<file path="src/logic/fprc_defines.svh">
// constants of the flash power and reset control block
`ifndef FPRC_DEFINES_SVH
`define FPRC_DEFINES_SVH

// clock rate, power-up, status write and deep power-down exit timing
`define FPRC_CLK_MHZ      25
`define FPRC_VSL_US       30
`define FPRC_PUW_US       1000
`define FPRC_SRW_US       5000
`define FPRC_DPD_EXIT_NS  3000

// register byte offsets
`define FPRC_OFS_STATUS   8'h00
`define FPRC_OFS_CYCLE    8'h04
`define FPRC_OFS_LOCK     8'h08
`define FPRC_OFS_LASTCMD  8'h0c

// status field positions
`define FPRC_ST_STATE_LSB 0
`define FPRC_ST_BUSY      2
`define FPRC_ST_WEL       3
`define FPRC_ST_LOCK_LSB  4
`define FPRC_ST_SELRDY    6
`define FPRC_ST_INHDONE   7
`define FPRC_ST_SRW       8
`define FPRC_ST_REJ_LSB   16

// cycle register command bits
`define FPRC_CYC_PROG     0
`define FPRC_CYC_SRW      1
`define FPRC_CYC_DONE     2

// reset values
`define FPRC_RST_LOCK     2'h0
`define FPRC_RST_CODE     8'h00

`endif

</file>
<file path="src/logic/fprc_pkg.sv">
// types of the flash power and reset control block
package fprc_pkg;

    // power state, gray along standby -> dpd -> exit; exit -> standby flips both bits
    typedef enum logic [1:0] {
        FPRC_STANDBY = 2'h0,
        FPRC_DPD     = 2'h1,
        FPRC_EXIT    = 2'h3,
        FPRC_DRAIN   = 2'h2
    } fprc_state_e;

    // command waiting for select to rise
    typedef enum logic [1:0] {
        FPRC_PEND_NONE = 2'h0,
        FPRC_PEND_DPD  = 2'h1,
        FPRC_PEND_REL  = 2'h2
    } fprc_pend_e;

endpackage

</file>
<file path="src/logic/fprc_spi_if.sv">
// serial front end to power control core signals
`timescale 1ns/1ps
`default_nettype none
interface fprc_spi_if;
    logic       selRise;   // select went high, one pulse
    logic       byteDone;  // eighth clock of first byte, one pulse
    logic       extraClk;  // clocks seen after the first byte
    logic [7:0] opcode;    // first byte, msb first

    modport rx   (output selRise, output byteDone, output extraClk, output opcode);
    modport core (input selRise, input byteDone, input extraClk, input opcode);
endinterface
`default_nettype wire

</file>
<file path="src/logic/fprc_spi_rx.sv">
// serial pin sampler and opcode shifter
`timescale 1ns/1ps
`default_nettype none
module fprc_spi_rx (
    // clock and reset
    input  wire logic mclk,
    input  wire logic rst_n,
    // serial pins
    input  wire logic spiSelN,
    input  wire logic spiClk,
    input  wire logic serialDataIn,
    // to the core
    fprc_spi_if.rx    spi
);
    logic       selS1, selS2, selS3;   // select synchroniser and history
    logic       clkS1, clkS2, clkS3;   // serial clock synchroniser and history
    logic       dinS1, dinS2;          // data synchroniser, same delay as clock
    logic [3:0] bitCnt_r;              // clocks seen in this frame, saturates
    logic [7:0] shift_r;               // opcode being shifted in
    logic       extra_r;               // a ninth clock has arrived
    logic       active;
    logic       clkRise;

    // two flops on every pin; a third flop on select and clock keeps edge history
    always_ff @(posedge mclk or negedge rst_n) begin
        if (!rst_n) begin
            selS1 <= 1'b1;
            selS2 <= 1'b1;
            selS3 <= 1'b1;
            clkS1 <= 1'b0;
            clkS2 <= 1'b0;
            clkS3 <= 1'b0;
            dinS1 <= 1'b0;
            dinS2 <= 1'b0;
        end else begin
            selS1 <= spiSelN;
            selS2 <= selS1;
            selS3 <= selS2;
            clkS1 <= spiClk;
            clkS2 <= clkS1;
            clkS3 <= clkS2;
            dinS1 <= serialDataIn;
            dinS2 <= dinS1;
        end
    end

    assign active  = !selS2;
    assign clkRise = active && clkS2 && !clkS3;

    // count clocks; data is taken on the rising serial edge
    always_ff @(posedge mclk or negedge rst_n) begin
        if (!rst_n) begin
            bitCnt_r <= 4'h0;
            shift_r  <= 8'h00;
            extra_r  <= 1'b0;
        end else if (!active) begin
            bitCnt_r <= 4'h0;   // a new frame starts clean
            extra_r  <= 1'b0;
        end else if (clkRise) begin
            if (bitCnt_r < 4'h8) begin
                bitCnt_r <= bitCnt_r + 4'h1;
                shift_r  <= {shift_r[6:0], dinS2};
            end else begin
                extra_r  <= 1'b1;
            end
        end
    end

    // select rise sees the frame's counters before they clear
    assign spi.selRise  = selS2 && !selS3;
    assign spi.byteDone = clkRise && (bitCnt_r == 4'h7);
    assign spi.extraClk = extra_r || (clkRise && bitCnt_r == 4'h8);
    assign spi.opcode   = {shift_r[6:0], dinS2};
endmodule
`default_nettype wire

</file>
<file path="src/logic/fprc_top.sv">
// power state, power-up timing and hardware reset control of a serial flash
//
// Summary of operation
// deep power-down ignores all but release
// host sends release with select held low
// extra clocks after release code reject it
// standby follows exit delay after select rises
// release during busy cycle is rejected
// host waits 30 us after supply before select
// supply reset holds all logic, no instructions
// write-class commands ignored during inhibit delay
// reads accepted once select delay elapsed
// host withholds writes until both delays end
// power-up: standby, latch, busy, locks cleared
// hardware reset pulse clears all lock bits
// status write finishes, then reset takes effect
// reset during program or erase restarts logic
// reset while decoding or idle restarts logic
// model starts erased, status bits zero
// host may hold reset low through power
// host raises select after eighth code bit
// release code and exit delay are parameters
// delays counted in reference clock cycles
`include "fprc_defines.svh"
`timescale 1ns/1ps
`default_nettype none
module fprc_top import fprc_pkg::*; #(
    parameter logic [7:0] RELEASE_CODE = 8'h03,
    parameter logic [7:0] DPD_CODE     = 8'h02,
    parameter logic [7:0] WREN_CODE    = 8'h04,
    parameter logic [7:0] PW_CODE      = 8'h05,
    parameter logic [7:0] PP_CODE      = 8'h06,
    parameter logic [7:0] PE_CODE      = 8'h07,
    parameter logic [7:0] SE_CODE      = 8'h08,
    parameter int unsigned DPD_EXIT_NS = `FPRC_DPD_EXIT_NS,
    parameter int unsigned INHIBIT_CYC = `FPRC_PUW_US * `FPRC_CLK_MHZ,
    parameter int unsigned SRW_CYC     = `FPRC_SRW_US * `FPRC_CLK_MHZ
) (
    // clock and supply-on reset
    input  wire logic        mclk,
    input  wire logic        rst_n,
    // ahb-lite slave
    input  wire logic        hsel,
    input  wire logic [7:0]  haddr,
    input  wire logic [1:0]  htrans,
    input  wire logic        hwrite,
    input  wire logic [2:0]  hsize,
    input  wire logic [31:0] hwdata,
    input  wire logic        hready,
    output logic             hreadyout,
    output logic             hresp,
    output logic [31:0]      hrdata,
    // serial pins and hardware reset pin
    input  wire logic        spiSelN,
    input  wire logic        spiClk,
    input  wire logic        serialDataIn,
    input  wire logic        hwResetN,
    // to the command decoder
    output logic             cmdValid,
    output logic [7:0]       cmdCode,
    output logic             lowPower,
    output logic             busyFlag,
    output logic             writeEnableLatch,
    output logic [1:0]       lockBits
);
    // delays as clock cycle counts
    localparam int unsigned VSL_CYC  = `FPRC_VSL_US * `FPRC_CLK_MHZ;
    localparam int unsigned EXIT_RAW = (DPD_EXIT_NS * `FPRC_CLK_MHZ + 999) / 1000;
    localparam int unsigned EXIT_CYC = (EXIT_RAW < 1) ? 1 : EXIT_RAW;
    localparam int unsigned POR_MAX  = (VSL_CYC > INHIBIT_CYC) ? VSL_CYC : INHIBIT_CYC;
    localparam logic [23:0] VSL_CNT  = 24'(VSL_CYC);
    localparam logic [23:0] INH_CNT  = 24'(INHIBIT_CYC);
    localparam logic [23:0] POR_CNT  = 24'(POR_MAX);
    localparam logic [23:0] EXIT_CNT = 24'(EXIT_CYC);
    localparam logic [23:0] SRW_CNT  = 24'(SRW_CYC);

    fprc_spi_if spi ();

    fprc_state_e state_r;        // power state
    fprc_pend_e  pend_r;         // command awaiting select rise
    logic [23:0] porCnt_r;       // cycles since (soft) power-on
    logic [23:0] tmr_r;          // exit delay or status write time
    logic        busy_r;         // internal cycle running
    logic        srw_r;          // running cycle is a status write
    logic        wel_r;          // write enable latch
    logic [1:0]  lock_r;         // write lock, lock down
    logic [7:0]  rejCnt_r;       // rejected or ignored commands
    logic [7:0]  lastCmd_r;      // last command passed on
    logic        cmdValid_r;
    logic        hwS1, hwS2;     // reset pin synchroniser
    logic        selectReady;    // select delay over
    logic        inhibitDone;    // write inhibit over
    logic        softRst;        // restart as after supply-on
    logic        wrPend_r;       // ahb write in data phase
    logic [7:0]  wrAddr_r;
    logic [31:0] hrdata_r;
    logic        addrPhase;
    logic        swProg, swSrw, swDone, swLock;

    // write, program and erase class opcodes
    function automatic logic isWriteClass(input logic [7:0] c);
        return (c == WREN_CODE) || (c == PW_CODE) || (c == PP_CODE) ||
               (c == PE_CODE) || (c == SE_CODE);
    endfunction

    fprc_spi_rx u_rx (
        .mclk         (mclk),
        .rst_n        (rst_n),
        .spiSelN      (spiSelN),
        .spiClk       (spiClk),
        .serialDataIn (serialDataIn),
        .spi          (spi.rx)
    );

    // hardware reset pin, two flops before use
    always_ff @(posedge mclk or negedge rst_n) begin
        if (!rst_n) begin
            hwS1 <= 1'b1;
            hwS2 <= 1'b1;
        end else begin
            hwS1 <= hwResetN;
            hwS2 <= hwS1;
        end
    end

    // a running status write finishes first
    assign softRst = (!hwS2 && !(busy_r && srw_r) && state_r != FPRC_DRAIN) ||
                     (state_r == FPRC_DRAIN && tmr_r == 24'h0);

    // power-on timer; soft reset restarts it
    always_ff @(posedge mclk or negedge rst_n) begin
        if (!rst_n) begin
            porCnt_r <= 24'h0;
        end else if (softRst) begin
            porCnt_r <= 24'h0;
        end else if (porCnt_r < POR_CNT) begin
            porCnt_r <= porCnt_r + 24'h1;
        end
    end

    assign selectReady = porCnt_r >= VSL_CNT;
    assign inhibitDone = porCnt_r >= INH_CNT;

    // ahb-lite address phase decode and data phase write strobes
    assign addrPhase = hsel && hready && htrans[1];
    assign swProg = wrPend_r && wrAddr_r == `FPRC_OFS_CYCLE && hwdata[`FPRC_CYC_PROG];
    assign swSrw  = wrPend_r && wrAddr_r == `FPRC_OFS_CYCLE && hwdata[`FPRC_CYC_SRW];
    assign swDone = wrPend_r && wrAddr_r == `FPRC_OFS_CYCLE && hwdata[`FPRC_CYC_DONE];
    assign swLock = wrPend_r && wrAddr_r == `FPRC_OFS_LOCK;

    // register read mux, captured at the address phase
    function automatic logic [31:0] regRead(input logic [7:0] a);
        logic [31:0] v;
        v = 32'h0;
        case (a)
            `FPRC_OFS_STATUS: begin
                v[`FPRC_ST_STATE_LSB +: 2] = state_r;
                v[`FPRC_ST_BUSY]           = busy_r;
                v[`FPRC_ST_WEL]            = wel_r;
                v[`FPRC_ST_LOCK_LSB +: 2]  = lock_r;
                v[`FPRC_ST_SELRDY]         = selectReady;
                v[`FPRC_ST_INHDONE]        = inhibitDone;
                v[`FPRC_ST_SRW]            = srw_r;
                v[`FPRC_ST_REJ_LSB +: 8]   = rejCnt_r;
            end
            `FPRC_OFS_LOCK:    v[1:0] = lock_r;
            `FPRC_OFS_LASTCMD: v[7:0] = lastCmd_r;
            default:           v = 32'h0;   // cycle and unmapped read zero
        endcase
        return v;
    endfunction

    // bus slave pipeline: no wait states, always okay
    always_ff @(posedge mclk or negedge rst_n) begin
        if (!rst_n) begin
            wrPend_r <= 1'b0;
            wrAddr_r <= 8'h00;
            hrdata_r <= 32'h0;
        end else begin
            wrPend_r <= addrPhase && hwrite;
            if (addrPhase) begin
                wrAddr_r <= {haddr[7:2], 2'b00};
                if (!hwrite) begin
                    hrdata_r <= regRead({haddr[7:2], 2'b00});
                end
            end
        end
    end

    assign hreadyout = 1'b1;
    assign hresp     = 1'b0;
    assign hrdata    = hrdata_r;

    // power state machine and serial command gating
    always_ff @(posedge mclk or negedge rst_n) begin
        if (!rst_n) begin
            state_r    <= FPRC_STANDBY;
            pend_r     <= FPRC_PEND_NONE;
            tmr_r      <= 24'h0;
            cmdValid_r <= 1'b0;
            lastCmd_r  <= `FPRC_RST_CODE;
            rejCnt_r   <= 8'h00;
        end else if (softRst) begin
            state_r    <= FPRC_STANDBY;
            pend_r     <= FPRC_PEND_NONE;
            tmr_r      <= 24'h0;
            cmdValid_r <= 1'b0;
        end else begin
            cmdValid_r <= 1'b0;
            // timer: exit delay or status write time
            if (swSrw && !busy_r && state_r == FPRC_STANDBY) begin
                tmr_r <= SRW_CNT;
            end else if (tmr_r != 24'h0) begin
                tmr_r <= tmr_r - 24'h1;
            end
            case (state_r)
                FPRC_STANDBY: begin
                    if (!hwS2 && busy_r && srw_r) begin
                        state_r <= FPRC_DRAIN;
                    end else if (spi.byteDone) begin
                        if (!selectReady) begin
                            rejCnt_r <= rejCnt_r + 8'h1;
                        end else if (spi.opcode == DPD_CODE) begin
                            if (busy_r) begin
                                rejCnt_r <= rejCnt_r + 8'h1;
                            end else begin
                                pend_r <= FPRC_PEND_DPD;
                            end
                        end else if (spi.opcode == RELEASE_CODE) begin
                            rejCnt_r <= rejCnt_r + 8'h1;   // nothing to release
                        end else if (isWriteClass(spi.opcode) && !inhibitDone) begin
                            rejCnt_r <= rejCnt_r + 8'h1;
                        end else begin
                            cmdValid_r <= 1'b1;
                            lastCmd_r  <= spi.opcode;
                        end
                    end else if (spi.selRise) begin
                        pend_r <= FPRC_PEND_NONE;
                        // single-byte command needs exactly eight clocks
                        if (pend_r == FPRC_PEND_DPD && !spi.extraClk) begin
                            state_r <= FPRC_DPD;
                        end
                    end
                end
                FPRC_DPD: begin
                    if (spi.byteDone) begin
                        if (spi.opcode == RELEASE_CODE && !busy_r) begin
                            pend_r <= FPRC_PEND_REL;
                        end else begin
                            rejCnt_r <= rejCnt_r + 8'h1;
                        end
                    end else if (spi.selRise) begin
                        pend_r <= FPRC_PEND_NONE;
                        if (pend_r == FPRC_PEND_REL && !spi.extraClk) begin
                            state_r <= FPRC_EXIT;
                            tmr_r   <= EXIT_CNT;
                        end
                    end
                end
                FPRC_EXIT: begin
                    // select stays high; anything sent is dropped
                    if (spi.byteDone) begin
                        rejCnt_r <= rejCnt_r + 8'h1;
                    end
                    if (tmr_r == 24'h1) begin
                        state_r <= FPRC_STANDBY;
                    end
                end
                FPRC_DRAIN: begin
                    // status write completes, then soft reset fires
                    pend_r <= FPRC_PEND_NONE;
                end
                default: begin
                    state_r <= FPRC_STANDBY;
                end
            endcase
        end
    end

    // busy flag and status write flag
    always_ff @(posedge mclk or negedge rst_n) begin
        if (!rst_n) begin
            busy_r <= 1'b0;
            srw_r  <= 1'b0;
        end else if (softRst) begin
            busy_r <= 1'b0;
            srw_r  <= 1'b0;
        end else if (!busy_r && state_r == FPRC_STANDBY && (swProg || swSrw)) begin
            busy_r <= 1'b1;
            srw_r  <= swSrw;
        end else if (busy_r && ((srw_r && tmr_r == 24'h1) || (!srw_r && swDone))) begin
            busy_r <= 1'b0;
            srw_r  <= 1'b0;
        end
    end

    // write enable latch: set by enable, cleared at cycle end
    always_ff @(posedge mclk or negedge rst_n) begin
        if (!rst_n) begin
            wel_r <= 1'b0;
        end else if (softRst) begin
            wel_r <= 1'b0;
        end else if (spi.byteDone && state_r == FPRC_STANDBY && selectReady &&
                     inhibitDone && spi.opcode == WREN_CODE) begin
            wel_r <= 1'b1;   // set wins over a same-cycle clear
        end else if (busy_r && ((srw_r && tmr_r == 24'h1) || (!srw_r && swDone))) begin
            wel_r <= 1'b0;
        end
    end

    // lock bits: writable, any reset clears them
    always_ff @(posedge mclk or negedge rst_n) begin
        if (!rst_n) begin
            lock_r <= `FPRC_RST_LOCK;
        end else if (!hwS2) begin
            lock_r <= `FPRC_RST_LOCK;
        end else if (swLock) begin
            lock_r <= hwdata[1:0];
        end
    end

    // outputs to the command decoder, all from flops except lowPower, decoded from state_r
    assign cmdValid         = cmdValid_r;
    assign cmdCode          = lastCmd_r;
    assign lowPower         = state_r == FPRC_DPD;
    assign busyFlag         = busy_r;
    assign writeEnableLatch = wel_r;
    assign lockBits         = lock_r;

    // hsize unused: words only
    logic unusedSize;
    assign unusedSize = ^hsize;
endmodule
`default_nettype wire

</file>
<file path="config.mk">
export PLATFORM = sky130hd
export DESIGN_NAME = fprc_top
export DESIGN_NICKNAME = d
export VERILOG_FILES = /design/src/logic/fprc_pkg.sv /design/src/logic/fprc_spi_if.sv /design/src/logic/fprc_spi_rx.sv /design/src/logic/fprc_top.sv
export VERILOG_INCLUDE_DIRS = /design/src /design/src/logic
export SDC_FILE = /design/constraint.sdc
export NUM_CORES = 1
export LEC_CHECK = 0
export BUFFER_PORTS_ARGS = -buffer_cell sky130_fd_sc_hd__buf_4
export CELL_PAD_IN_SITES_DETAIL_PLACEMENT = 1
export CELL_PAD_IN_SITES_GLOBAL_PLACEMENT = 1
export CORE_MARGIN = 2
export CORE_UTILIZATION = 40
export CTS_CLUSTER_DIAMETER = 60
export CTS_CLUSTER_SIZE = 20
export DETAILED_ROUTE_END_ITERATION = 6
export GPL_TIMING_DRIVEN = 0
export PLACE_DENSITY = 0.86
export RECOVER_POWER = 25
export SYNTH_ARGS = -nofsm -noshare
export SYNTH_HDL_FRONTEND = slang
export SYNTH_HIERARCHICAL = 1
export SYNTH_SLANG_ARGS = --single-unit
</file>
<file path="constraint.sdc">
create_clock -name mclk -period 2.9 [get_ports mclk]
set_clock_uncertainty 0.05 [all_clocks]
set_input_delay 0 -clock mclk [delete_from_list [all_inputs] [get_ports mclk]]
set_output_delay 0 -clock mclk [all_outputs]
set_load 0.05 [all_outputs]
</file>
* After elaboration in Yosys (flattened, before gate mapping)
Index checks and enable logic that the tools add are counted.
W data, S select, Z words.
** Word-level totals
- Bits in registers :: 120
- Input bits :: 54
- Output and inout port bits :: 48
- Word-level logic and storage cells :: 221
** Cells by class
- $add $sub $neg :: 4
- $lt $le $gt $ge :: 4
- Eq/ne operators :: 41
- Muxes and demuxes :: 67
- Bitwise gates (word level) :: 7
- Reductions and logical operators :: 71
** Operators with widths (count)
- $mux W24 :: 9
- $mux W8 :: 11
- $mux W2 :: 20
- $logic_and A1 B1 Y1 :: 34
- $eq A8 B3 Y1 const B :: 4
- $ne A4 B4 Y1 const B :: 7
- $add A24 B1 Y24 const B :: 1
- $eq A24 B1 Y1 const B :: 1
- $ge A24 B10 Y1 const B :: 1
- $ge A24 B15 Y1 const B :: 1
- $logic_not A24 Y1 :: 1
- $lt A24 B15 Y1 const B :: 1
- $pmux W8 S3 :: 1
- $reduce_bool A24 Y1 :: 1
- $sub A24 B1 Y24 const B :: 1
- $mux W1 :: 19
- $eq A6 B2 Y1 const B :: 3
- $pmux W2 S3 :: 3
- $eq A8 B2 Y1 const B :: 2
- $reduce_and A8 Y1 :: 2
- $mux W4 :: 3
- $pmux W6 S2 :: 1
- $ne A2 B2 Y1 const B :: 5
- $logic_not A1 Y1 :: 9
- 26 further kinds :: 53

* Logic depth before layout (Yosys ltp)
- Depth after elaboration :: 14
- Gate-level depth with buffers :: 9
- Depth with buffers taken out :: 9

* By module
Netlist, hierarchy kept.
** Modules (own cells, without submodules)
- fprc_top :: times used 1, cells each 508, area each 5168.7 um^2, seq. area each 2504.9 um^2
- fprc_spi_rx :: times used 1, cells each 54, area each 805.8 um^2, seq. area each 504.2 um^2

* Worst setup path after synthesis
No wires, ideal clock.
- Path type :: register to register
- Start :: register u_rx.selS2
- End :: register lastCmd_r[0], in the netlist cmdCode[0]
- Library setup time :: 0.125 ns
- Arrival :: 2.564 ns
- Data required time :: 2.725 ns
- Slack :: 0.161 ns
- Cell stages (with the launch flop) :: 8
- Buffers on the path :: 1
- Clock period less this slack :: 2.739 ns
- Cell sequence :: dfstp_2 -> buf_6 -> nor4b_4 -> and3_1 -> inv_1 -> or2_2 -> nor4_4 -> mux2_4
** Between the ends
- Longest elaborated chain between the ends :: 5
** RTL lines
- from (decl) :: line fprc_spi_rx.sv:15 : logic selS1, selS2, selS3;
- from (signal assigned) :: line fprc_spi_rx.sv:37 : selS2 <= selS1;
- $logic_not A1 Y1 :: line fprc_spi_rx.sv:47 : assign active = !selS2;
- $logic_and A1 B1 Y1 (2 in series) :: line fprc_spi_rx.sv:48 : assign clkRise = active && clkS2 && !clkS3;
- $logic_and A1 B1 Y1 :: line fprc_spi_rx.sv:71 : assign spi.byteDone = clkRise && (bitCnt_r == 4'h7);
- net spi.byteDone :: line fprc_spi_if.sv:6 : logic byteDone;
- $reduce_and A8 Y1 (no line)
- to (signal assigned) :: line fprc_top.sv:201 : lastCmd_r <= `FPRC_RST_CODE;
- to (signal assigned) :: line fprc_top.sv:235 : lastCmd_r <= spi.opcode;
- to (decl) :: line fprc_top.sv:88 : logic [7:0] lastCmd_r;
The timed path passes the listed nets, and every way through them passes these cells.
A chain may end at the register's enable or synchronous reset.

* Final worst setup path
- Start :: register tmr_r[4]
- End :: register lastCmd_r[5], in the netlist cmdCode[5]
** Between the ends
- Longest elaborated chain between the ends :: 5
** RTL lines
- from (decl) :: line fprc_top.sv:82 : logic [23:0] tmr_r;
- from (signal assigned) :: line fprc_top.sv:214 : tmr_r <= tmr_r - 24'h1;
- $logic_not A24 Y1 :: line fprc_top.sv:128 : (state_r == FPRC_DRAIN && tmr_r == 24'h0);
- $logic_and A1 B1 Y1 :: line fprc_top.sv:128
- $logic_or A1 B1 Y1 :: line fprc_top.sv:127 : assign softRst = (!hwS2 && !(busy_r && srw_r) && state_r != FPRC_DRAIN) ||
- $not A1 Y1 (no line)
- $reduce_and A8 Y1 (no line)
No other way between the ends.

==> flow_summary.ini <==
[outcome]
outcome = complete, but fails checks
violations = capacitance limit

[layout]
fin_util_pct = 50.6
drive_gt1_share_pct = 21.8
final_area_um2 = 7380
fill_cells = 1617
area_delta_synth_final_pct = 23.6
final_nets = 726
antennaDiodeCount = 0

[yosys]
yosysWarnings = 6
synth_enable_flop_cells = 0
synth.top_cell.area_share_pct = 48.2
synth_ff_type = dfrtp_1
synth-seq-cells = 120
yosysSeqAreaShare_pct = 50.4
synth.most_common_cell = dfrtp_1
synth_cells = 562
synth_area_um2 = 5970
synthTopCellsByCount = dfrtp_1 (115), nor2_1 (53), xnor2_1 (29), inv_1 (24), nand2_1 (24)
yosys.area.top_type = dfrtp_1
syn_avg_cell_area_um2 = 10.6
yosys-top-cells-area = dfrtp_1 (48%), xnor2_1 (4.3%), nor2_1 (3.3%)
synthDistinctLibCells = 62
synthArstFlopShare_pct = 100

[clock_network]
cts_tree = built
htreeDepth = 4
cts_buffer_depth = 2
cts_root_buffer = clkbuf_16
numCtsBuffers = 17
clock_latency_ps = 420
clock-sinks = 120
clk_transition_reported_paths_ps = 60

[placement]
place_area_um2 = 6650
io_buffers = 47
gp_congestion = 0.822
dp_hpwl_um = 10600

[critical_path]
crit_buf_inv = 2
crit_slowest_cell = or4_4
cp_cell_sequence = or4_4, or4_4, buf_6, nor3_4, a21o_4, nor4_4, buf_12, mux2_4
required_ps = 3150
path_depth = 8
r2r-end = cmdCode[5]$_DFFE_PN0P_
cpPeakStageDelay_ps = 580
crit_path_start = tmr_r[4]$_DFF_PN0_
endpoint = cmdCode[5]$_DFFE_PN0P_
cpMostUsedCell = or4_4
worstPathArrival_ps = 3060
crit_type = flip-flop to flip-flop
crit_fanout = 10
path_delay_family = simple AND/OR/NAND/NOR gates
start_kind = flip-flop
rr_startpoint = tmr_r[4]$_DFF_PN0_
cp-end-kind = flip-flop
rrSetupSlack_ps = 90
r2r_cells = 8

[drt]
vias_per_cell = 5.44
route.detailed.drc = 0
drt_pre_antenna_iters = 5
drt_iter0_drc = 305
route.met2.wl_um = 8190
wl_met1_um = 6940
num_vias = 4665
wl_per_cell_um = 18.5
highest-signal-layer = met4
wl_um = 15900
wl_met3_um = 510
ant_nets = 0

[timing]
setup_violations = 0
period_needed_ps = 2810
fin_crit_sh_pct = 96.8
worst_pin_slew_ps = 1500
fmaxAchievable_mhz = 356
hold_viol = 0
final-max-slew-violation-count = 0
relSlewSlack_pct = 0.220
rsz0062_at_grt = false

[grt]
grt_util_all_layers_pct = 20.7
grt_pass1_vias = 5015
grt_pass1_wl_um = 26200
grt_overflow = 0
grt_max_degree = 64
antenna_found_initial = 0

[die]
start_util_pct = 41.0
die-area_um2 = 15900
core_um2 = 14600
rows = 44
die_h_um = 126
die_w_um = 126
ioPinCount = 102

[pwr]
leakage_nw = 3.37
power_mw = 5.94
ir_worst_vdd_mv = 0.464
power_density_nw_per_um2 = 805

[job]
cap_violations = 1

[hold_path]
min_path_type = input pin to flip-flop
-- cells in the final DEF, fill, tap and decap left out, drive strengths merged, types with 5 or more instances in the layout --
cell type,n
dfstp,5
or3,10
ha,11
a211oi,5
nor2b,7
and4,7
clkbuf,49
a21oi,22
nand3,20
nor3,17
inv,24
nor4,16
and3,5
nand2,24
mux2,25
a31oi,7
nor4b,6
mux2i,6
nand2b,6
xnor2,29
and2,11
a22o,9
dlygate4sd3,13
o21ai,21
xor2,8
nor2,53
nand4,11
conb,17
buf,71
dfrtp,115
-- flip-flops by register name, summed over array words and instances, names as in the netlist, 4 cells and up --
register	cells
tmr_r	24
u_rx/bitCnt_r	4
u_rx/shift_r	7
cmdCode	8
rejCnt_r	8
wrAddr_r	6
hrdata	17
porCnt_r	24
-- per-layer routing --
| layer | up-vias | GRT usage, % |
|---|---|---|
| li1 | 2168 | - |
| met1 | 2391 | 25.6 |
| met2 | 84 | 35.3 |
| met3 | 22 | 4.67 |
| met4 | 0 | 8.14 |
| met5 | - | 0 |
-- per-stage QoR --
step                std cells  hold slack, ps  setup WS, ps  setup TNS, ps
floorplan                 577            -346           161              0
CTS                       856            1.06          42.3              0
global placement          808            59.4          -149          -1220
detailed placement        809           -44.8          -289          -3250
global route              858            97.0          19.5              0
finish                    858            27.4          92.2              0
-- what timing repair did --
action,in CTS,in global routing
hold endpoints to repair,132,0
resized for setup,3,5
endpoints found under the setup margin,16,33
buffers inserted,2,2
pin swaps,1,2
hold buffers,13,0
-- report_power, final --
group	internal (mW)	switching (mW)
registers	1.92	0.307
clock network	1.18	0.709
logic	0.755	1.07
-- worst register-to-register path, cell delays in order, from the launching register on --
cell     delay, ps
dfrtp_1        430
or4_4          580
or4_4          510
buf_6          160
nor3_4         220
a21o_4         200
nor4_4          70
buf_12         160
mux2_4         310
-- worst min-delay path by stage --
| stage | start | endpoint | slack (ps) | depth (start not counted) |
|---|---|---|---|---|
| floorplan | rst_n | busyFlag$_DFFE_PN0P_ | -350 | 0 |
| detailed placement | rst_n | cmdCode[5]$_DFFE_PN0P_ | -40 | 1 |
| global route | htrans[1] | wrPend_r$_DFF_PN0_ | 100 | 3 |
| finish | htrans[1] | wrPend_r$_DFF_PN0_ | 30 | 3 |
| CTS | hready | wrPend_r$_DFF_PN0_ | 1 | 3 |
| global placement | spiSelN | u_rx/selS1$_DFF_PN1_ | 60 | 1 |
-- area by class of cell --
type	instances	area, um2	share of cell area (%)
sequential	120	3010	40.7
multi-input combinational	393	2740	37.1
timing repair buffer	65	551	7.46
clock buffer	28	507	6.86
buffer	40	241	3.27
tap	184	230	3.12
inverter	24	90.1	1.22
clock inverter	4	20.0	0.271
-- cell families (layout without fill, tap and decap cells) --
| group | count (synthesis) | count (layout) | share of synthesized area (%) |
|---|---|---|---|
| muxes | 31 | 31 | 6.22 |
| other | 2 | 17 | 0.126 |
| AOI/OAI and AO/OA | 86 | 86 | 9.53 |
| adders and majority gates | 11 | 11 | 2.30 |
| buffers and inverters | 64 | 161 | 5.55 |
| xor gates and xnor gates | 37 | 37 | 5.42 |
| DFF | 120 | 120 | 50.4 |
| and+or+nand+nor | 211 | 211 | 20.5 |
No activity file was read; power rests on OpenSTA's default activity.
